### src/step_ctrl_pkg.sv
// constants and types for the single-step and deceleration host controller
// Contract
// - host sets decel point: largest displacement minus decel
// - host presets point, disables decel, then starts
// - host enables decel before final node command
// - host keeps whole deceleration within one node
// - host programs equal initial and drive speeds
// - host uses drive speed above 1000PPS
// - command stop: sudden stop, wait, one step
// - host holds step input low over four clocks
// - host spaces triggers beyond one pulse period
// - external stop: sudden stop, wait, one trigger
package step_ctrl_pkg;

  // timing
  localparam int unsigned CLK_PERIOD_NS = 50;
  localparam int unsigned STROBE_MIN_NS = 100;
  localparam int unsigned STROBE_CYCLES =
    (STROBE_MIN_NS + CLK_PERIOD_NS - 1) / CLK_PERIOD_NS;
  localparam int unsigned TRIG_LOW_MIN_CLK = 4;
  localparam int unsigned TRIG_LOW_CYCLES = TRIG_LOW_MIN_CLK + 2;
  localparam int unsigned CNT_W = 24;

  // device parallel bus
  localparam int unsigned DEV_ADDR_W = 3;
  localparam int unsigned DEV_DATA_W = 16;
  localparam logic [2:0] ADDR_CMD = 3'h0;
  localparam logic [2:0] ADDR_INTERP_MODE = 3'h5;
  localparam int unsigned STEP_EXT_EN_BIT = 11;
  localparam int unsigned STEP_CMD_EN_BIT = 12;

  // device command codes
  localparam logic [7:0] CMD_SUDDEN_STOP = 8'h27;
  localparam logic [7:0] CMD_STEP = 8'h3a;
  localparam logic [7:0] CMD_DECEL_ON = 8'h3b;
  localparam logic [7:0] CMD_DECEL_OFF = 8'h3c;
  localparam logic [7:0] CMD_IRQ_CLEAR = 8'h3d;

  // apb register offsets
  localparam logic [7:0] OFS_OP = 8'h00;
  localparam logic [7:0] OFS_WRITE = 8'h04;
  localparam logic [7:0] OFS_CMD = 8'h08;
  localparam logic [7:0] OFS_PERIOD = 8'h0c;
  localparam logic [7:0] OFS_STATUS = 8'h10;
  localparam logic [7:0] OFS_RDATA = 8'h14;

  // status bits and reset values
  localparam int unsigned STAT_BUSY = 0;
  localparam int unsigned STAT_IRQ = 1;
  localparam int unsigned STAT_REJECT = 2;
  localparam logic [CNT_W-1:0] PERIOD_RST = 24'h000064;
  localparam logic [15:0] CMD_WORD_RST = 16'h0000;

  typedef enum logic [3:0] {
    OP_WRITE = 4'b0000,
    OP_READ = 4'b0001,
    OP_COMMAND = 4'b0010,
    OP_CONT_START = 4'b0011,
    OP_FINAL_NODE = 4'b0100,
    OP_STEP_CMD = 4'b0101,
    OP_STEP_EXT = 4'b0110,
    OP_STOP_CMD = 4'b0111,
    OP_STOP_EXT = 4'b1000
  } op_type;

  typedef enum logic [1:0] {
    ACT_NONE = 2'b00,
    ACT_WR = 2'b01,
    ACT_RD = 2'b10,
    ACT_TRIG = 2'b11
  } act_type;

endpackage : step_ctrl_pkg

### src/dev_req_if.sv
// request path from the sequencer to the device bus engine
`timescale 1ns/100ps
interface dev_req_if;
  import step_ctrl_pkg::*;
  logic req;
  logic we;
  logic [DEV_ADDR_W-1:0] addr;
  logic [DEV_DATA_W-1:0] wdata;
  logic done;
  logic [DEV_DATA_W-1:0] rdata;
  modport requester (output req, we, addr, wdata, input done, rdata);
  modport engine (input req, we, addr, wdata, output done, rdata);
endinterface : dev_req_if

### src/dev_bus_engine.sv
// one read or write cycle on the device parallel bus per request
`timescale 1ns/100ps
module dev_bus_engine
  import step_ctrl_pkg::*;
(
  input wire logic clk_in, // 20 MHz clock
  input wire logic rst_in, // sync reset, active high
  dev_req_if.engine rq, // request from sequencer
  output logic [DEV_ADDR_W-1:0] dev_addr_out, // device address
  output logic [DEV_DATA_W-1:0] dev_data_out, // device write data
  input wire logic [DEV_DATA_W-1:0] dev_data_in, // device read data
  output logic dev_data_oe_out, // drive data bus
  output logic dev_cs_n_out, // chip select, low active
  output logic dev_wr_n_out, // write strobe, low active
  output logic dev_rd_n_out // read strobe, low active
);
  import step_ctrl_pkg::*;

  typedef enum logic [1:0] {
    EN_IDLE = 2'b00,
    EN_SETUP = 2'b01,
    EN_STROBE = 2'b10,
    EN_HOLD = 2'b11
  } eng_state_type;

  eng_state_type state_ff, nxt_state;
  logic [3:0] cnt_ff, nxt_cnt;
  logic we_ff, nxt_we;
  logic done_ff, nxt_done;
  logic [DEV_ADDR_W-1:0] addr_ff, nxt_addr;
  logic [DEV_DATA_W-1:0] wdata_ff, nxt_wdata;
  logic [DEV_DATA_W-1:0] rdata_ff, nxt_rdata;

  always_comb begin
    nxt_state = state_ff;
    nxt_cnt = cnt_ff;
    nxt_we = we_ff;
    nxt_done = 1'b0;
    nxt_addr = addr_ff;
    nxt_wdata = wdata_ff;
    nxt_rdata = rdata_ff;
    unique case (state_ff)
      EN_IDLE: begin
        // done_ff blocks the request still seen in its last cycle
        if (rq.req && !done_ff) begin
          nxt_we = rq.we;
          nxt_addr = rq.addr;
          nxt_wdata = rq.wdata;
          nxt_state = EN_SETUP;
        end
      end
      EN_SETUP: begin
        nxt_cnt = 4'(STROBE_CYCLES - 1);
        nxt_state = EN_STROBE;
      end
      EN_STROBE: begin
        if (cnt_ff == 4'h0) begin
          if (!we_ff) begin
            nxt_rdata = dev_data_in;
          end
          nxt_state = EN_HOLD;
        end else begin
          nxt_cnt = cnt_ff - 4'h1;
        end
      end
      EN_HOLD: begin
        nxt_done = 1'b1;
        nxt_state = EN_IDLE;
      end
    endcase
  end

  always_ff @(posedge clk_in) begin
    if (rst_in) begin
      state_ff <= EN_IDLE;
      cnt_ff <= 4'h0;
      we_ff <= 1'b0;
      done_ff <= 1'b0;
      addr_ff <= '0;
      wdata_ff <= '0;
      rdata_ff <= '0;
    end else begin
      state_ff <= nxt_state;
      cnt_ff <= nxt_cnt;
      we_ff <= nxt_we;
      done_ff <= nxt_done;
      addr_ff <= nxt_addr;
      wdata_ff <= nxt_wdata;
      rdata_ff <= nxt_rdata;
    end
  end

  assign rq.done = done_ff;
  assign rq.rdata = rdata_ff;
  assign dev_addr_out = addr_ff;
  assign dev_data_out = wdata_ff;
  assign dev_data_oe_out = we_ff && (state_ff != EN_IDLE);
  assign dev_cs_n_out = (state_ff == EN_IDLE);
  assign dev_wr_n_out = !(we_ff && (state_ff == EN_STROBE));
  assign dev_rd_n_out = !(!we_ff && (state_ff == EN_STROBE));

endmodule : dev_bus_engine

### src/step_host_ctrl.sv
// host sequencer for single-step and deceleration control of the device
`timescale 1ns/100ps
module step_host_ctrl
  import step_ctrl_pkg::*;
(
  input wire logic clk_in, // 20 MHz clock
  input wire logic rst_in, // sync reset, active high
  input wire logic [7:0] paddr_in, // apb address
  input wire logic psel_in, // apb select
  input wire logic penable_in, // apb enable
  input wire logic pwrite_in, // apb write
  input wire logic [31:0] pwdata_in, // apb write data
  output logic [31:0] prdata_out, // apb read data
  output logic pready_out, // apb ready
  output logic pslverr_out, // apb error, unmapped
  output logic [step_ctrl_pkg::DEV_ADDR_W-1:0] dev_addr_out, // dev address
  output logic [step_ctrl_pkg::DEV_DATA_W-1:0] dev_data_out, // dev wdata
  input wire logic [step_ctrl_pkg::DEV_DATA_W-1:0] dev_data_in, // dev rdata
  output logic dev_data_oe_out, // drive device data bus
  output logic dev_cs_n_out, // device select, low active
  output logic dev_wr_n_out, // device write, low active
  output logic dev_rd_n_out, // device read, low active
  output logic ext_step_trigger_n_out, // step trigger, low active
  input wire logic irq_out_n_in // device interrupt, low active
);
  import step_ctrl_pkg::*;

  typedef enum logic [1:0] {
    ST_IDLE = 2'b00,
    ST_PREP = 2'b01,
    ST_ACT = 2'b10,
    ST_GAP = 2'b11
  } seq_state_type;

  dev_req_if rq ();

  // apb side state
  logic [DEV_ADDR_W-1:0] wr_addr_ff, nxt_wr_addr;
  logic [DEV_DATA_W-1:0] wr_data_ff, nxt_wr_data;
  logic [15:0] cmd_word_ff, nxt_cmd_word;
  logic [CNT_W-1:0] period_ff, nxt_period;
  logic reject_ff, nxt_reject;
  logic [DEV_DATA_W-1:0] rdata_ff, nxt_rdata;
  logic [31:0] prdata_ff, nxt_prdata;

  // sequencer state
  seq_state_type state_ff, nxt_state;
  logic phase_ff, nxt_phase;
  // first and second device action of the current op
  act_type act1_ff, nxt_act1;
  act_type act2_ff, nxt_act2;
  logic [DEV_ADDR_W-1:0] a1_ff, nxt_a1;
  logic [DEV_ADDR_W-1:0] a2_ff, nxt_a2;
  logic [DEV_DATA_W-1:0] d1_ff, nxt_d1;
  logic [DEV_DATA_W-1:0] d2_ff, nxt_d2;
  logic gap_ff, nxt_gap;
  logic [CNT_W-1:0] cnt_ff, nxt_cnt;
  logic [CNT_W-1:0] space_ff, nxt_space;
  logic trig_n_ff, nxt_trig_n;

  // interrupt line synchroniser
  logic irq_s1_ff;
  logic irq_s2_ff;
  logic irq_s3_ff;
  logic irq_lvl_ff, nxt_irq_lvl;

  logic wr_acc;
  logic rd_setup;
  logic op_wr;
  logic op_legal;
  logic mapped;
  act_type cur_act;
  logic [DEV_ADDR_W-1:0] cur_a;
  logic [DEV_DATA_W-1:0] cur_d;

  assign wr_acc = psel_in && penable_in && pwrite_in;
  assign rd_setup = psel_in && !penable_in && !pwrite_in;
  assign op_wr = wr_acc && (paddr_in == OFS_OP);
  assign op_legal = (pwdata_in[3:0] <= OP_STOP_EXT);
  // aligned words only; anything else answers with pslverr
  assign mapped = (paddr_in == OFS_OP) || (paddr_in == OFS_WRITE) ||
                  (paddr_in == OFS_CMD) || (paddr_in == OFS_PERIOD) ||
                  (paddr_in == OFS_STATUS) || (paddr_in == OFS_RDATA);
  // zero wait states: every register answers at once
  assign pready_out = 1'b1;
  assign pslverr_out = psel_in && penable_in && !mapped;
  assign prdata_out = prdata_ff;

  assign cur_act = phase_ff ? act2_ff : act1_ff;
  assign cur_a = phase_ff ? a2_ff : a1_ff;
  assign cur_d = phase_ff ? d2_ff : d1_ff;

  // apb registers
  always_comb begin
    nxt_wr_addr = wr_addr_ff;
    nxt_wr_data = wr_data_ff;
    nxt_cmd_word = cmd_word_ff;
    nxt_period = period_ff;
    nxt_reject = reject_ff;
    nxt_prdata = prdata_ff;
    if (wr_acc && paddr_in == OFS_WRITE) begin
      nxt_wr_addr = pwdata_in[16 +: DEV_ADDR_W];
      nxt_wr_data = pwdata_in[DEV_DATA_W-1:0];
    end
    if (wr_acc && paddr_in == OFS_CMD) begin
      nxt_cmd_word = pwdata_in[15:0];
    end
    if (wr_acc && paddr_in == OFS_PERIOD) begin
      nxt_period = pwdata_in[CNT_W-1:0];
    end
    if (wr_acc && paddr_in == OFS_STATUS && pwdata_in[STAT_REJECT]) begin
      nxt_reject = 1'b0;
    end
    // set wins over the clear
    // an op while busy is dropped, never queued
    if (op_wr && (state_ff != ST_IDLE || !op_legal)) begin
      nxt_reject = 1'b1;
    end
    // read data is caught in the setup cycle
    if (rd_setup) begin
      nxt_prdata = 32'h0000_0000;
      unique case (paddr_in)
        OFS_WRITE: nxt_prdata = {13'h0000, wr_addr_ff, wr_data_ff};
        OFS_CMD: nxt_prdata = {16'h0000, cmd_word_ff};
        OFS_PERIOD: nxt_prdata = {8'h00, period_ff};
        OFS_STATUS: nxt_prdata = {29'h0000_0000, reject_ff, irq_lvl_ff,
                                  state_ff != ST_IDLE};
        OFS_RDATA: nxt_prdata = {16'h0000, rdata_ff};
        default: nxt_prdata = 32'h0000_0000;
      endcase
    end
    if (state_ff == ST_ACT && rq.done && cur_act == ACT_RD) begin
      nxt_rdata = rq.rdata;
    end else begin
      nxt_rdata = rdata_ff;
    end
  end

  always_ff @(posedge clk_in) begin
    if (rst_in) begin
      wr_addr_ff <= '0;
      wr_data_ff <= '0;
      cmd_word_ff <= CMD_WORD_RST;
      period_ff <= PERIOD_RST;
      reject_ff <= 1'b0;
      rdata_ff <= '0;
      prdata_ff <= 32'h0000_0000;
    end else begin
      wr_addr_ff <= nxt_wr_addr;
      wr_data_ff <= nxt_wr_data;
      cmd_word_ff <= nxt_cmd_word;
      period_ff <= nxt_period;
      reject_ff <= nxt_reject;
      rdata_ff <= nxt_rdata;
      prdata_ff <= nxt_prdata;
    end
  end

  // sequencer
  always_comb begin
    nxt_state = state_ff;
    nxt_phase = phase_ff;
    nxt_act1 = act1_ff;
    nxt_act2 = act2_ff;
    nxt_a1 = a1_ff;
    nxt_a2 = a2_ff;
    nxt_d1 = d1_ff;
    nxt_d2 = d2_ff;
    nxt_gap = gap_ff;
    nxt_cnt = cnt_ff;
    nxt_trig_n = trig_n_ff;
    nxt_space = (space_ff != '0) ? space_ff - 24'h000001 : space_ff;
    unique case (state_ff)
      ST_IDLE: begin
        // defaults give a plain write of the command word
        if (op_wr && op_legal) begin
          nxt_phase = 1'b0;
          nxt_gap = 1'b0;
          nxt_act2 = ACT_NONE;
          nxt_a1 = ADDR_CMD;
          nxt_a2 = ADDR_CMD;
          nxt_d1 = cmd_word_ff;
          nxt_d2 = cmd_word_ff;
          nxt_act1 = ACT_WR;
          nxt_state = ST_PREP;
          unique case (op_type'(pwdata_in[3:0]))
            OP_WRITE: begin
              // software sets decel point and speeds this way
              nxt_a1 = wr_addr_ff;
              nxt_d1 = wr_data_ff;
            end
            OP_READ: begin
              nxt_act1 = ACT_RD;
              nxt_a1 = wr_addr_ff;
            end
            OP_COMMAND: begin
            end
            OP_CONT_START: begin
              nxt_d1 = {cmd_word_ff[15:8], CMD_DECEL_OFF};
              nxt_act2 = ACT_WR;
            end
            OP_FINAL_NODE: begin
              nxt_d1 = {cmd_word_ff[15:8], CMD_DECEL_ON};
              nxt_act2 = ACT_WR;
            end
            OP_STEP_CMD: begin
              nxt_d1 = {cmd_word_ff[15:8], CMD_STEP};
            end
            OP_STEP_EXT: begin
              nxt_act1 = ACT_TRIG;
            end
            OP_STOP_CMD: begin
              nxt_d1 = {cmd_word_ff[15:8], CMD_SUDDEN_STOP};
              nxt_d2 = {cmd_word_ff[15:8], CMD_STEP};
              nxt_act2 = ACT_WR;
              nxt_gap = 1'b1;
            end
            OP_STOP_EXT: begin
              nxt_d1 = {cmd_word_ff[15:8], CMD_SUDDEN_STOP};
              nxt_act2 = ACT_TRIG;
              nxt_gap = 1'b1;
            end
            default: begin
            end
          endcase
        end
      end
      ST_PREP: begin
        if (cur_act == ACT_NONE) begin
          nxt_state = ST_IDLE;
        end else if (cur_act == ACT_TRIG) begin
          // spacing from the last release
          if (space_ff == '0) begin
            nxt_trig_n = 1'b0;
            nxt_cnt = CNT_W'(TRIG_LOW_CYCLES - 1);
            nxt_state = ST_ACT;
          end
        end else begin
          nxt_state = ST_ACT;
        end
      end
      ST_ACT: begin
        if (cur_act == ACT_TRIG) begin
          if (cnt_ff == '0) begin
            nxt_trig_n = 1'b1;
            nxt_space = period_ff;
          end else begin
            nxt_cnt = cnt_ff - 24'h000001;
          end
        end
        if ((cur_act == ACT_TRIG && cnt_ff == '0) ||
            (cur_act != ACT_TRIG && rq.done)) begin
          if (!phase_ff && act2_ff != ACT_NONE) begin
            nxt_phase = 1'b1;
            if (gap_ff) begin
              // more than one pulse period
              nxt_cnt = period_ff;
              nxt_state = ST_GAP;
            end else begin
              nxt_state = ST_PREP;
            end
          end else begin
            nxt_state = ST_IDLE;
          end
        end
      end
      ST_GAP: begin
        // period+1 clocks between the stop and the last step
        if (cnt_ff == '0) begin
          nxt_state = ST_PREP;
        end else begin
          nxt_cnt = cnt_ff - 24'h000001;
        end
      end
    endcase
  end

  always_ff @(posedge clk_in) begin
    if (rst_in) begin
      state_ff <= ST_IDLE;
      phase_ff <= 1'b0;
      act1_ff <= ACT_NONE;
      act2_ff <= ACT_NONE;
      a1_ff <= '0;
      a2_ff <= '0;
      d1_ff <= '0;
      d2_ff <= '0;
      gap_ff <= 1'b0;
      cnt_ff <= '0;
      space_ff <= '0;
      trig_n_ff <= 1'b1;
    end else begin
      state_ff <= nxt_state;
      phase_ff <= nxt_phase;
      act1_ff <= nxt_act1;
      act2_ff <= nxt_act2;
      a1_ff <= nxt_a1;
      a2_ff <= nxt_a2;
      d1_ff <= nxt_d1;
      d2_ff <= nxt_d2;
      gap_ff <= nxt_gap;
      cnt_ff <= nxt_cnt;
      space_ff <= nxt_space;
      trig_n_ff <= nxt_trig_n;
    end
  end

  // interrupt level, taken once stages two and three agree
  always_comb begin
    nxt_irq_lvl = irq_lvl_ff;
    if (irq_s2_ff == irq_s3_ff) begin
      nxt_irq_lvl = !irq_s3_ff;
    end
  end

  always_ff @(posedge clk_in) begin
    if (rst_in) begin
      irq_s1_ff <= 1'b1;
      irq_s2_ff <= 1'b1;
      irq_s3_ff <= 1'b1;
      irq_lvl_ff <= 1'b0;
    end else begin
      irq_s1_ff <= irq_out_n_in;
      irq_s2_ff <= irq_s1_ff;
      irq_s3_ff <= irq_s2_ff;
      irq_lvl_ff <= nxt_irq_lvl;
    end
  end

  assign rq.req = (state_ff == ST_ACT) && (cur_act != ACT_TRIG);
  assign rq.we = (cur_act == ACT_WR);
  assign rq.addr = cur_a;
  assign rq.wdata = cur_d;
  assign ext_step_trigger_n_out = trig_n_ff;

  // one device bus cycle per request; done ends it
  dev_bus_engine dev_bus_engine_i (
    .clk_in(clk_in),
    .rst_in(rst_in),
    .rq(rq),
    .dev_addr_out(dev_addr_out),
    .dev_data_out(dev_data_out),
    .dev_data_in(dev_data_in),
    .dev_data_oe_out(dev_data_oe_out),
    .dev_cs_n_out(dev_cs_n_out),
    .dev_wr_n_out(dev_wr_n_out),
    .dev_rd_n_out(dev_rd_n_out)
  );

endmodule : step_host_ctrl

### config.mk
export PLATFORM = sky130hd
export DESIGN_NAME = step_host_ctrl
export DESIGN_NICKNAME = d
export VERILOG_FILES = /design/src/step_ctrl_pkg.sv /design/src/dev_req_if.sv /design/src/dev_bus_engine.sv /design/src/step_host_ctrl.sv
export SDC_FILE = /design/constraint.sdc
export NUM_CORES = 1
export LEC_CHECK = 0
export BUFFER_PORTS_ARGS = -buffer_cell sky130_fd_sc_hd__buf_2
export CORE_ASPECT_RATIO = 1.2
export CORE_MARGIN = 3
export CORE_UTILIZATION = 30
export DETAILED_ROUTE_END_ITERATION = 7
export PLACE_DENSITY = 0.56
export SLEW_MARGIN = 25
export SYNTH_ARGS = -nofsm -noshare
export SYNTH_HDL_FRONTEND = slang
export SYNTH_HIERARCHICAL = 1
export SYNTH_SLANG_ARGS = --single-unit
### constraint.sdc
create_clock -name clk_in -period 6.3 [get_ports clk_in]
set_clock_uncertainty 0.2 [all_clocks]
set_input_delay 0.315 -clock clk_in [delete_from_list [all_inputs] [get_ports clk_in]]
set_output_delay 0.315 -clock clk_in [all_outputs]
set_load 0.02 [all_outputs]
* After elaboration in Yosys (flattened, before gate mapping)
Index checks and enable logic that the tools add are counted.
Cells by class: add/sub/neg operators 3, multipliers 0, divide/modulo/power cells 0, $lt $le $gt $ge 1, equality and inequality tests 36, shifts and indexed selects 0, mux-type cells 50, bitwise logic cells 1, reduce and logical (&&, ||, !) cells 69
Operator list (number):
- $mux W24 | 12
- $pmux W24 S5 | 1
- $pmux W16 S5 | 1
- $pmux W24 S3 | 1
- $logic_not A24 Y1 | 2
- $sub A24 B1 Y24 const B | 2
- $reduce_bool A24 Y1 | 1
- $logic_and A1 B1 Y1 | 23
- $mux W2 | 11
- $ne A2 B2 Y1 const B | 11
- $eq A4 B3 Y1 const B | 4
- $eq A8 B4 Y1 const B | 2
- $eq A8 B5 Y1 const B | 2
- $mux W16 | 1
- $pmux W2 S4 | 2
- $reduce_bool A2 Y1 | 7
- $eq A2 B2 Y1 const B | 6
- $mux W1 | 12
- $reduce_and A4 Y1 | 3
- $logic_not A1 Y1 | 10
- $eq A8 B3 Y1 const B | 1
- $logic_not A4 Y1 | 2
- $logic_not A8 Y1 | 1
- $mux W8 | 1
- 23 further kinds | 41
Storage, ports and cells: register bits after elaboration 247, bits in latches 0, RAM bits 0, memory bits (read-only) 0, input bits 62, output and inout bits 58, word-level logic and storage cells 189, memories 0

* Longest topological paths before layout
Gate-level depths: netlist (run 1).
word-level depth 8, gate-level depth with buffers 11, gate-level depth less buffers 9

* Modules after synthesis
The synthesis (run 1) kept the hierarchy.
By module, submodules not included:
- step_host_ctrl | instances 1, cells an instance 1284, area an instance 10216.0 um^2, sequential area each 3923.8 um^2
- dev_bus_engine | instances 1, cells an instance 210, area an instance 1732.9 um^2, sequential area each 860.8 um^2

* Least setup slack after synthesis (run 1)
No wires, ideal clock.
path type flip-flop to flip-flop, start register space_ff[10], end register state_ff[1] (netlist name), library setup time 0.066 ns, data arrival time 2.756 ns, required time 6.034 ns, slack 3.278 ns, cell stages (with the launch flop) 9, buffers on the path 1, clock period less this slack 3.022 ns, cell sequence dfxtp_1 or4_4 or4_4 or2_0 buf_6 a32o_1 a221o_1 or3b_1 a21oi_2
RTL lines:
- start: declaration | RTL line step_host_ctrl.sv:58 | logic [CNT_W-1:0] space_ff, nxt_space;
- start signal: assignment | RTL line step_host_ctrl.sv:303 | space_ff <= nxt_space;

==> run metrics, run 1 <==
EDFF count, synth=0; # nets final=approximately 1600; flip-flop and latch count after synthesis=239; minimum period implied by the final worst setup slack=between 3 and 4 ns; number of buffer cells added on primary ports=roughly 100; share of cells above drive strength 1=13.5%; number of filler cells placed in the layout=4098; pin count of the biggest net entering global routing=98; async set or reset register ratio after synthesis=0%; Hold Slack=0.0715 ns; upper clock frequency limit=approximately 0.25 GHz; count of warnings emitted by yosys=6; number of maximum-capacitance constraint violations=0; Setup CP Type=register to register; routed wire length=about 38000 um; final number of hold-violating endpoints=0; routability-driven placement congestion ratio=between 0.8 and 0.9; number of antenna violations at the first check in global routing=0; per-instance average area after synthesis=approximately 8.0 um2; CTS tree=built; Worst Setup End Kind=register; Antenna Nets Post-Route=0; count of TritonRoute iterations in the first routing pass=5; detailed-route via count=roughly 11000; prevailing post-synth register cell=sky130_fd_sc_hd__dfxtp_1; core region area=a little under 40000 um2; type of the most critical hold path=primary input to register; clock latency at the later pin of the worst-skew pair=~0.55 ns; global route total overflow=0; wire length of the first global-routing pass=60200 um; status=finished clean; endpoint arrival time on the critical path=around 4.1 ns; buffer count from post-CTS setup fixing=0; # diodes=0; Worst setup SP type=register; post-synth design cell area=11900 um2; Clock Tree Buf Depth=3; combined global-route utilization of all metal layers=around 17%; unrepaired setup endpoints after global routing=false; I/O pin total=120; worst-path maximum fanout=19; number of global-route vias before repair=around 11000; root buffer cell=sky130_fd_sc_hd__clkbuf_16; most common library cell in the layout ignoring fill and taps=sky130_fd_sc_hd__dfxtp_1; PD cells=roughly 280 nW/um2; CTS Hold Buffers Added=41; slew margin rel.=between 30% and 40%; area growth from synthesis to layout=17.8%; register area share after synthesis=approximately 40%; transition time at the pin with the least slew margin=between 0.9 and 1 ns; Horiz. Die Dim=around 190 um; count of final setup violators=0; required time of the critical path=approximately 6.5 ns; vias per std cell=around 5.3; remaining design rule violation count=0; Die Span Y=~220 um; clock buffer count from CTS=27; post-DR wirelength/cell=18.1 um; number of clock sinks=between 200 and 250; DRT iter0 DRCs=681; setup total negative slack=0 ns; Die Outline Area=42300 um2; total half-perimeter wirelength after legalization and detailed placement=approximately 27000 um; number of cells produced by synthesis=around 1500; number of rows in the core area=between 70 and 80; leakage power total=between 4 and 5 nW; initial standard-cell utilization of the core=a little under a third; clock transition time at the flip-flop clock pins of the worst setup and hold paths=roughly 0.06 ns; final clock period utilization by the worst path=62.8%; count of pins over their slew limit=0; worst-case register-to-register setup slack=2.35 ns; most frequent cells in the layout=sky130_fd_sc_hd__dfxtp_1, sky130_fd_sc_hd__nand2_1, sky130_fd_sc_hd__nor2_1; # H-tree levels=1; largest vdd supply drop=approximately 0.22 mV; Resized cells post-CTS=0; Netlist cell types=a little under 80
-- worst paths after layout --
kind	startpoint	end	depth (start not counted)
setup / recovery	cnt_ff[16]	cnt_ff[7]	8
hold / removal	rst_in	rdata_ff[8]	2
setup reg to reg	cnt_ff[16]	cnt_ff[7]	8
hold reg to reg	irq_s1_ff	irq_s2_ff	1
-- metrics by stage --
stage	instances	setup WS, ns	power [W]	cell area, um2	utilization, %
2_1_floorplan	1501	3.28	0.00227	12000	-
3_3_place_gp	2026	2.60	0.00242	12800	32.7
3_5_place_dp	2026	2.57	0.00243	12800	32.7
4_1_cts	2117	2.54	0.00403	14100	36.0
5_1_grt	2117	2.16	0.00418	14100	36.0
6_report	2117	2.35	0.00399	14100	36.0
-- state kept, by name (all words and copies together), names as in the netlist, 4 cells and up --
signal	cells
dev_bus_engine_i/cnt_ff	4
period_ff	24
rdata_ff	16
dev_bus_engine_i/dev_data_out	16
wr_data_ff	16
dev_bus_engine_i/rq.rdata	16
d2_ff	16
space_ff	24
cnt_ff	24
cmd_word_ff	16
prdata_out	24
d1_ff	16
-- where the power goes --
part           switching [W]  internal (W)
clock network       0.000658      0.000910
logic               0.000427      0.000327
registers          0.0000780       0.00159
total                0.00116       0.00283
-- cells by family after synthesis --
logic type,count (synthesis),synth area share (%)
AOI/OAI and AO/OA,376,19.9
xor gates and xnor gates,33,2.42
adders and majority gates,14,1.47
buffers and inverters,150,5.47
DFF,239,40.0
muxes,98,8.39
other,2,0.0629
and+or+nand+nor,582,22.2
-- critical path: stages (launching register included) --
cell,delay (ns)
sky130_fd_sc_hd__dfxtp_1,0.39
sky130_fd_sc_hd__nor4_1,0.89
sky130_fd_sc_hd__nand4_1,0.66
sky130_fd_sc_hd__nor3_2,0.60
sky130_fd_sc_hd__a21oi_2,0.23
sky130_fd_sc_hd__buf_4,0.27
sky130_fd_sc_hd__mux2_2,0.30
sky130_fd_sc_hd__a21oi_1,0.16
sky130_fd_sc_hd__nor3_1,0.06
-- metal layers --
| metal | routed length, um | global-route usage, % | vias up |
|---|---|---|---|
| met5 | 0 | 0 | - |
| met4 | 1580 | 7.51 | 0 |
| met3 | 1630 | 2.03 | 88 |
| met2 | 18900 | 31.2 | 303 |
| met1 | 16100 | 21.2 | 5371 |
| li1 | - | - | 5477 |
-- cells in the mapped netlist, drive strengths merged (4+ instances only) --
library cell	number	area, um2
nand3b	4	30.0
a22o	4	35.0
a32oi	5	43.8
a211o	4	35.0
a22oi	21	158
nor2	152	571
o32ai	11	96.3
xor2	13	114
nand4	5	31.3
and3	9	57.6
or2	9	56.3
nor4	14	87.6
ha	14	175
xnor2	20	175
nand3	55	275
a221oi	7	61.3
clkbuf	88	350
a21oi	149	749
a21o	5	37.5
o21ai	53	265
a31oi	10	62.6
o31ai	8	60.1
o211ai	10	75.1
or4	9	80.1
nor3	51	265
inv	27	101
a311oi	6	52.6
mux2i	81	811
o22ai	20	125
o2111ai	7	61.3
or3	15	93.8
mux2	17	191
dfxtp	239	4780
nor2b	10	62.6
nor3b	4	35.0
nand2	224	841
nand2b	6	37.5
a211oi	34	260
buf	34	198
-- final cells by class --
cell class              instances  area [um2]  share of cell area [%]
clock buffers                  34         732                    5.20
flip-flops and latches        239        4780                    34.0
clock inverters                16         153                    1.08
multi-input cells            1112        6570                    46.7
inverters                      28         105                   0.747
well taps                     526         658                    4.68
repair buffers                162        1070                    7.60
No activity file was read; power rests on OpenSTA's default activity.
==> run 2, diff against run 1 <==
--- a/config.mk
+++ b/config.mk
@@ -5,12 +5,13 @@
 export SDC_FILE = /design/constraint.sdc
 export NUM_CORES = 1
 export LEC_CHECK = 0
+export ABC_AREA = 1
 export BUFFER_PORTS_ARGS = -buffer_cell sky130_fd_sc_hd__buf_2
 export CORE_ASPECT_RATIO = 1.2
 export CORE_MARGIN = 3
 export CORE_UTILIZATION = 30
 export DETAILED_ROUTE_END_ITERATION = 7
-export PLACE_DENSITY = 0.56
+export PLACE_DENSITY = 0.58
 export SLEW_MARGIN = 25
 export SYNTH_ARGS = -nofsm -noshare
 export SYNTH_HDL_FRONTEND = slang
==> constraint.sdc (replaced) <==
create_clock -name clk_in -period 3.2 [get_ports clk_in]
set_clock_uncertainty 0.2 [all_clocks]
set_input_delay 0.16 -clock clk_in [delete_from_list [all_inputs] [get_ports clk_in]]
set_output_delay 0.16 -clock clk_in [all_outputs]
set_load 0.02 [all_outputs]
==> run 2 against run 1 <==
Effect of this change: flip-flop and latch count unchanged; global-route usage up 0.30 points; worst hold slack worse by 0.064 ns; sequential share of layout area down 1.8 points; critical path depth up 4; critical endpoint is now act1_ff[1].
==> run metrics, run 2 <==
post-synth design cell area=12500 um2; Setup CP Type=primary input to register; number of buffer cells added on primary ports=slightly above 100; vias per std cell=around 5; clock latency at the later pin of the worst-skew pair=about 0.56 ns; most numerous cell in the Yosys netlist=sky130_fd_sc_hd__nand2_1; Antenna Nets Post-Route=0; area share of the largest cell type after synthesis=about two fifths; status=finished clean; destination of the worst register-to-register timing path=cnt_ff[5]; upper clock frequency limit=about 0.35 GHz; crit path capture=act1_ff[1]; Synth area leaders=sky130_fd_sc_hd__dfxtp_1, sky130_fd_sc_hd__nand2_1, sky130_fd_sc_hd__a21oi_1; worst-case register-to-register setup slack=around 0.6 ns; number of cells on the worst reg-to-reg path=10; clock transition time at the flip-flop clock pins of the worst setup and hold paths=roughly 0.060 ns; xor-xnor portion of the synthesized cell area=1.68%; clock buffer count from CTS=27; leakage power total=6.37 nW; area growth from synthesis to layout=18.7%; required time of the critical path=3.44 ns; combinational family with the most area after synthesis=simple AND/OR/NAND/NOR gates; start of the worst register-to-register path=phase_ff; Netlist cell types=48; number of maximum-capacitance constraint violations=0; wire length of the first global-routing pass=about 64000 um; routed wire length=40000 um; largest area contributor in the synthesized netlist=sky130_fd_sc_hd__dfxtp_1; number of antenna violations at the first check in global routing=1; Adder-Cell Fraction of Synth Area=1.40%; unrepaired setup endpoints after global routing=false; DRT iter0 DRCs=869; # H-tree levels=1; leading cell types by count after synthesis=sky130_fd_sc_hd__nand2_1, sky130_fd_sc_hd__dfxtp_1, sky130_fd_sc_hd__a21oi_1; number of global-route vias before repair=between 10000 and 15000; count of warnings emitted by yosys=6; register area share after synthesis=a little under two fifths; minimum period implied by the final worst setup slack=approximately 2.8 ns; per-instance average area after synthesis=approximately 6.8 um2; Die Outline Area=44200 um2; count of TritonRoute iterations in the first routing pass=7; async set or reset register ratio after synthesis=0%; Clock Tree Buf Depth=3; synthesized-area fraction occupied by and/or/nand/nor cells=29.0%; global route total overflow=0; share of cells above drive strength 1=12.6%; number of rows in the core area=81; initial standard-cell utilization of the core=30.5%; type of the most critical hold path=primary input to register; final clock period utilization by the worst path=roughly 89%; root buffer cell=sky130_fd_sc_hd__clkbuf_16; detailed-route via count=about 12000; number of cells produced by synthesis=1843; Horiz. Die Dim=just under 200 um; multiplexer fraction of the synthesized cell area=0%; most common library cell in the layout ignoring fill and taps=sky130_fd_sc_hd__nand2_1; combined global-route utilization of all metal layers=about 18%; number of clock sinks=roughly 240; Worst Setup End Kind=register; core region area=around 41000 um2; pin count of the biggest net entering global routing=62; final number of hold-violating endpoints=0; compound-gate portion of the synthesized area=around a fifth; transition time at the pin with the least slew margin=0.851 ns; Hold Slack=around 0.0076 ns; EDFF count, synth=0; CTS tree=built; Die Span Y=230 um; routability-driven placement congestion ratio=0.913; remaining design rule violation count=0; count of pins over their slew limit=0; prevailing post-synth register cell=sky130_fd_sc_hd__dfxtp_1; setup total negative slack=0 ns; endpoint arrival time on the critical path=a little over 3 ns; worst setup path startpoint=paddr_in[1]; post-DR wirelength/cell=15.9 um; PD cells=804 nW/um2; I/O pin total=120; slew margin rel.=between 40% and 50%; # nets final=2030; worst-path maximum fanout=52; largest vdd supply drop=around 0.45 mV; most frequent cells in the layout=sky130_fd_sc_hd__nand2_1, sky130_fd_sc_hd__dfxtp_1, sky130_fd_sc_hd__a21oi_1; count of final setup violators=0; total half-perimeter wirelength after legalization and detailed placement=about 29000 um; flip-flop and latch count after synthesis=around 240; Worst setup SP type=primary input
-- run 2: changes by cell type after synthesis, sizes merged, moves of 38 or more --
cell | before | now
inv | 27 | 208
nand2 | 224 | 397
o21ai | 53 | 186
nand3 | 55 | 137
mux2i | 81 | 0
nor2 | 152 | 213
a21oi | 149 | 198
nor3 | 51 | 13
-- run 2: how the worst min path moves through the flow --
stage                       from                          to  slack (ns)  cells after the start
floorplan                 rst_in  dev_bus_engine_i/cnt_ff[1]        0.03                      1
global placement    irq_out_n_in                   irq_s1_ff        0.16                      2
detailed placement  irq_out_n_in                   irq_s1_ff        0.15                      2
CTS                  paddr_in[0]               prdata_out[2]       0.002                      6
global route             psel_in               wr_data_ff[5]        0.06                      5
finish               paddr_in[0]               prdata_out[2]       0.008                      6
-- run 2: through the flow --
step | power (W) | std cells | utilization [%] | cell area, um2 | worst slack, ns
3_5_place_dp | 0.00859 | 2413 | 32.7 | 13400 | 0.637
3_3_place_gp | 0.00851 | 2413 | 32.7 | 13400 | 0.721
2_1_floorplan | 0.00750 | 1850 | - | 12500 | 1.25
4_1_cts | 0.0120 | 2513 | 36.2 | 14800 | 0.302
6_report | 0.0119 | 2514 | 36.2 | 14800 | 0.360
5_1_grt | 0.0129 | 2513 | 36.2 | 14800 | 0.0992
-- run 2: layout make-up --
class / count / area (um2)
fillers: 4400 / 26100
inverters: 212 / 800
flip-flops and latches: 239 / 4780
multi-input cells: 1294 / 6400
repair buffers: 180 / 1240
clock buffers: 36 / 749
clock inverters: 13 / 188
diodes: 1 / 2.50
well taps: 539 / 674
-- run 2: logic make-up after synthesis --
kind of cell	Yosys count
XOR/XNOR	24
AND/OR/NAND/NOR	809
adder cells (fa/ha/maj)	14
buffers and inverters	317
flip-flops	239
AO/OA/AOI/OAI	438
other	2
-- run 2: worst max-delay path: stages --
cell and delay, ns:
sky130_fd_sc_hd__dlygate4sd3_1 0.53, sky130_fd_sc_hd__buf_2 0.12, sky130_fd_sc_hd__nor2_2 0.24, sky130_fd_sc_hd__nand2_1 0.13
sky130_fd_sc_hd__nor2_2 0.18, sky130_fd_sc_hd__nand4_1 0.20, sky130_fd_sc_hd__nor2_4 0.21, sky130_fd_sc_hd__buf_6 0.33
sky130_fd_sc_hd__o31ai_1 0.16, sky130_fd_sc_hd__a31oi_1 0.18, sky130_fd_sc_hd__dlygate4sd3_1 0.58, sky130_fd_sc_hd__nor2_1 0.04
-- run 2: layer usage --
layer  track usage (%)  wire length [um]
met1              23.1             17500
met2              30.4             18900
met3              2.17              2100
met5                 0                 0
met4              5.92              1510
-- run 2: power by group --
part / leakage, nW / switching (W) / internal [W]
logic: 3.98 / 0.00328 / 0.00162
clock network: 0.454 / 0.00133 / 0.00197
registers: 1.94 / 0.000362 / 0.00338
total: 6.37 / 0.00497 / 0.00697
-- run 2: timing repair --
| action | 4_1_cts | 5_1_grt |
|---|---|---|
| gates resized for setup | 0 | 1 |
| setup buffers | 0 | 0 |
| hold buffers | 51 | 0 |
| setup endpoints to repair | 0 | 1 |
| endpoints found under the hold margin | 98 | 0 |
==> run 3, diff against run 2 <==
--- a/config.mk
+++ b/config.mk
@@ -15,5 +15,4 @@
 export SLEW_MARGIN = 25
 export SYNTH_ARGS = -nofsm -noshare
 export SYNTH_HDL_FRONTEND = slang
-export SYNTH_HIERARCHICAL = 1
 export SYNTH_SLANG_ARGS = --single-unit
==> run 3 against run 2 <==
Effect of this change: non-clock buffer count grew 6; largest power group unchanged; power is 5.1% lower; final cell count shrank 0.99%; area after synthesis is 2.4% lower; flip-flop and latch count did not move; wire length grew 2.6%; combinational power down 9.2%; setup slack lost 0.090 ns; critical path type unchanged; clock power is 5% lower; cell area fell by 1.9%; highest routed layer unchanged.
==> run metrics, run 3 <==
status=finished clean; total power after layout=around 0.011 W; flip-flop and latch count after synthesis=approximately 240; buffer count from post-CTS setup fixing=0; count of TritonRoute iterations in the first routing pass=5; register area share after synthesis=roughly two fifths; share of total power consumed by net switching=about two fifths; routed wire length=~41000 um; synthesized-area fraction occupied by and/or/nand/nor cells=28.4%; Horiz. Die Dim=190 um; Crit path largest cell delay=approximately 0.63 ns; count of pins over their slew limit=0; count of non-filler cells in the finished layout=2489; clock buffer count from CTS=26; endpoint arrival time on the critical path=between 3 and 4 ns; number of cells produced by synthesis=between 1500 and 2000; prevailing post-synth register cell=sky130_fd_sc_hd__dfxtp_1; number of maximum-capacitance constraint violations=0; combinational fraction of design power=about two fifths; start of the worst register-to-register path=phase_ff; Synth area leaders=sky130_fd_sc_hd__dfxtp_1, sky130_fd_sc_hd__nand2_1, sky130_fd_sc_hd__o21ai_0; most frequent cells in the layout=sky130_fd_sc_hd__nand2_1, sky130_fd_sc_hd__dfxtp_1, sky130_fd_sc_hd__nor2_1; Sw Pwr=roughly 0.0046 W; total half-perimeter wirelength after legalization and detailed placement=between 20000 and 30000 um; count of warnings emitted by yosys=0; source of the worst hold timing path=paddr_in[4]; detailed-route via count=12500; number of antenna violations at the first check in global routing=0; Met2 Wirelength=20400 um; root buffer cell=sky130_fd_sc_hd__clkbuf_16; minimum period implied by the final worst setup slack=about 2.9 ns; I/O pin total=120; cell family contributing the most delay on the critical path=buffers and inverters; worst-path maximum fanout=13; core region area=roughly 40000 um2; share of cells above drive strength 1=between 10% and 20%; Met3 Routed Length=1860 um; clock latency at the later pin of the worst-skew pair=0.55 ns; post-DR wirelength/cell=about 16 um; required time of the critical path=about 3.4 ns; Clock Tree Buf Depth=3; slowest stage cell on the critical path=sky130_fd_sc_hd__dlygate4sd3_1; DRT iter0 DRCs=998; count of final setup violators=0; global route total overflow=0; combinational family with the most area after synthesis=simple AND/OR/NAND/NOR gates; routability-driven placement congestion ratio=0.914; largest area contributor in the synthesized netlist=sky130_fd_sc_hd__dfxtp_1; most numerous cell in the Yosys netlist=sky130_fd_sc_hd__nand2_1; post-synth design cell area=roughly 12000 um2; async set or reset register ratio after synthesis=0%; Antenna Nets Post-Route=0; type of the most critical hold path=primary input to register; multiplexer fraction of the synthesized cell area=0%; number of rows in the core area=80; vias per std cell=5.01; relative contribution of sequential cells to total power=33.1%; CTS tree=built; ordered cell list for the critical path=dlygate4sd3_1, buf_2, nor2_1, dlygate4sd3_1, nand4_1, nor2_1, buf_4, nand2_1, clkinvlp_4, nand2_1, a31oi_1, dlygate4sd3_1, nor2_1; Die Span Y=227 um; leakage power total=6.15 nW; final clock period utilization by the worst path=91.6%; Adder-Cell Fraction of Synth Area=~1.3%; # diodes=0; clock network power share=approximately 28%; Int Pwr=approximately 0.0067 W; Die Outline Area=approximately 43000 um2; clock transition time at the flip-flop clock pins of the worst setup and hold paths=about 0.060 ns; per-instance average area after synthesis=~6.7 um2; final number of hold-violating endpoints=0; number of clock sinks=roughly 240; initial standard-cell utilization of the core=a little under a third; leading cell types by count after synthesis=sky130_fd_sc_hd__nand2_1, sky130_fd_sc_hd__dfxtp_1, sky130_fd_sc_hd__nor2_1; pin count of the biggest net entering global routing=between 60 and 70; slew margin rel.=about half; placed cells=between 2000 and 2500; Met1 Wirelength=approximately 17000 um; worst setup path startpoint=paddr_in[6]; PD cells=778 nW/um2; Netlist cell types=43; upper clock frequency limit=about 0.34 GHz; number of global-route vias before repair=between 10000 and 15000; setup total negative slack=0 ns; Worst setup SP type=primary input; remaining design rule violation count=0; number of buffer cells added on primary ports=slightly above 100; Worst Setup End Kind=register; unrepaired setup endpoints after global routing=false; area growth from synthesis to layout=19.3%; Setup CP Type=primary input to register; transition time at the pin with the least slew margin=roughly 0.76 ns; compound-gate portion of the synthesized area=between 10% and 20%; wire length of the first global-routing pass=roughly 64000 um; most common library cell in the layout ignoring fill and taps=sky130_fd_sc_hd__nand2_1; area share of the largest cell type after synthesis=around two fifths; combined global-route utilization of all metal layers=between 10% and 20%; # nets final=~2000; # H-tree levels=1; largest vdd supply drop=between 0.5 and 0.6 mV; buffers and inverters on the worst path=6; highest layer used for signal routing=met4; EDFF count, synth=0; xor-xnor portion of the synthesized cell area=approximately 1.9%
## run 3: routing by layer
layer / global-route usage (%) / up-vias
met4: 8.12 / 0
met5: 0 / -
met2: 33.6 / 386
met1: 22.1 / 5779
met3: 1.99 / 86
li1: - / 6222
## run 3: power by group through the flow
stage | clock [W] | sequential (W) | combinational (W)
after floorplan | 0 | 0.00377 | 0.00331
after global placement | 0 | 0.00379 | 0.00433
after detailed placement | 0 | 0.00380 | 0.00437
after CTS | 0.00320 | 0.00374 | 0.00444
after global routing | 0.00330 | 0.00379 | 0.00509
final | 0.00313 | 0.00375 | 0.00445
## run 3: cell type report
cell class / instances / area [um2]
Multi-Input combinational cell: 1296 / 6240
Fill cell: 4318 / 25400
Inverter: 187 / 709
Timing Repair Buffer: 186 / 1270
Tap cell: 533 / 667
Clock inverter: 17 / 188
Clock buffer: 31 / 699
Sequential cell: 239 / 4780
## run 3: logic make-up (layout without fill, tap and decap cells)
group | count (synthesis) | count (layout)
other | 2 | 9
adder cells (fa/ha/maj) | 13 | 13
buffers and inverters | 296 | 421
AO/OA/AOI/OAI | 440 | 440
XOR/XNOR | 26 | 26
AND/OR/NAND/NOR | 808 | 808
flip-flops | 239 | 239
## run 3: worst min-delay path, cell delays in order
cell,delay (ns)
sky130_fd_sc_hd__buf_2,0.11
sky130_fd_sc_hd__nand3_1,0.09
sky130_fd_sc_hd__nor2_1,0.11
sky130_fd_sc_hd__inv_1,0.09
sky130_fd_sc_hd__o21ai_0,0.07
sky130_fd_sc_hd__a21oi_1,0.11
## run 3: metrics by stage
stage          utilization, %  worst slack (ns)  hold WS (ns)  area [um2]
2_1_floorplan               -              1.11        0.0638       12200
3_3_place_gp             33.0             0.568         0.142       13200
3_5_place_dp             33.0             0.547         0.150       13200
4_1_cts                  36.5             0.229        0.0111       14600
5_1_grt                  36.5            0.0831        0.0785       14600
6_report                 36.5             0.270        0.0332       14600
## run 3: path summary, 6_finish.rpt
| check | endpoint | slack [ns] | cells past startpoint |
|---|---|---|---|
| min | reject_ff | 0.03 | 6 |
| max | act1_ff[1] | 0.27 | 13 |
| min reg2reg | irq_lvl_ff | 0.20 | 1 |
| max reg2reg | cnt_ff[13] | 0.54 | 9 |
## run 3: timing repair
action	4_1_cts	5_1_grt
endpoints found under the setup margin	0	1
gates resized for setup	0	1
endpoints found under the hold margin	109	0
hold buffers	48	0
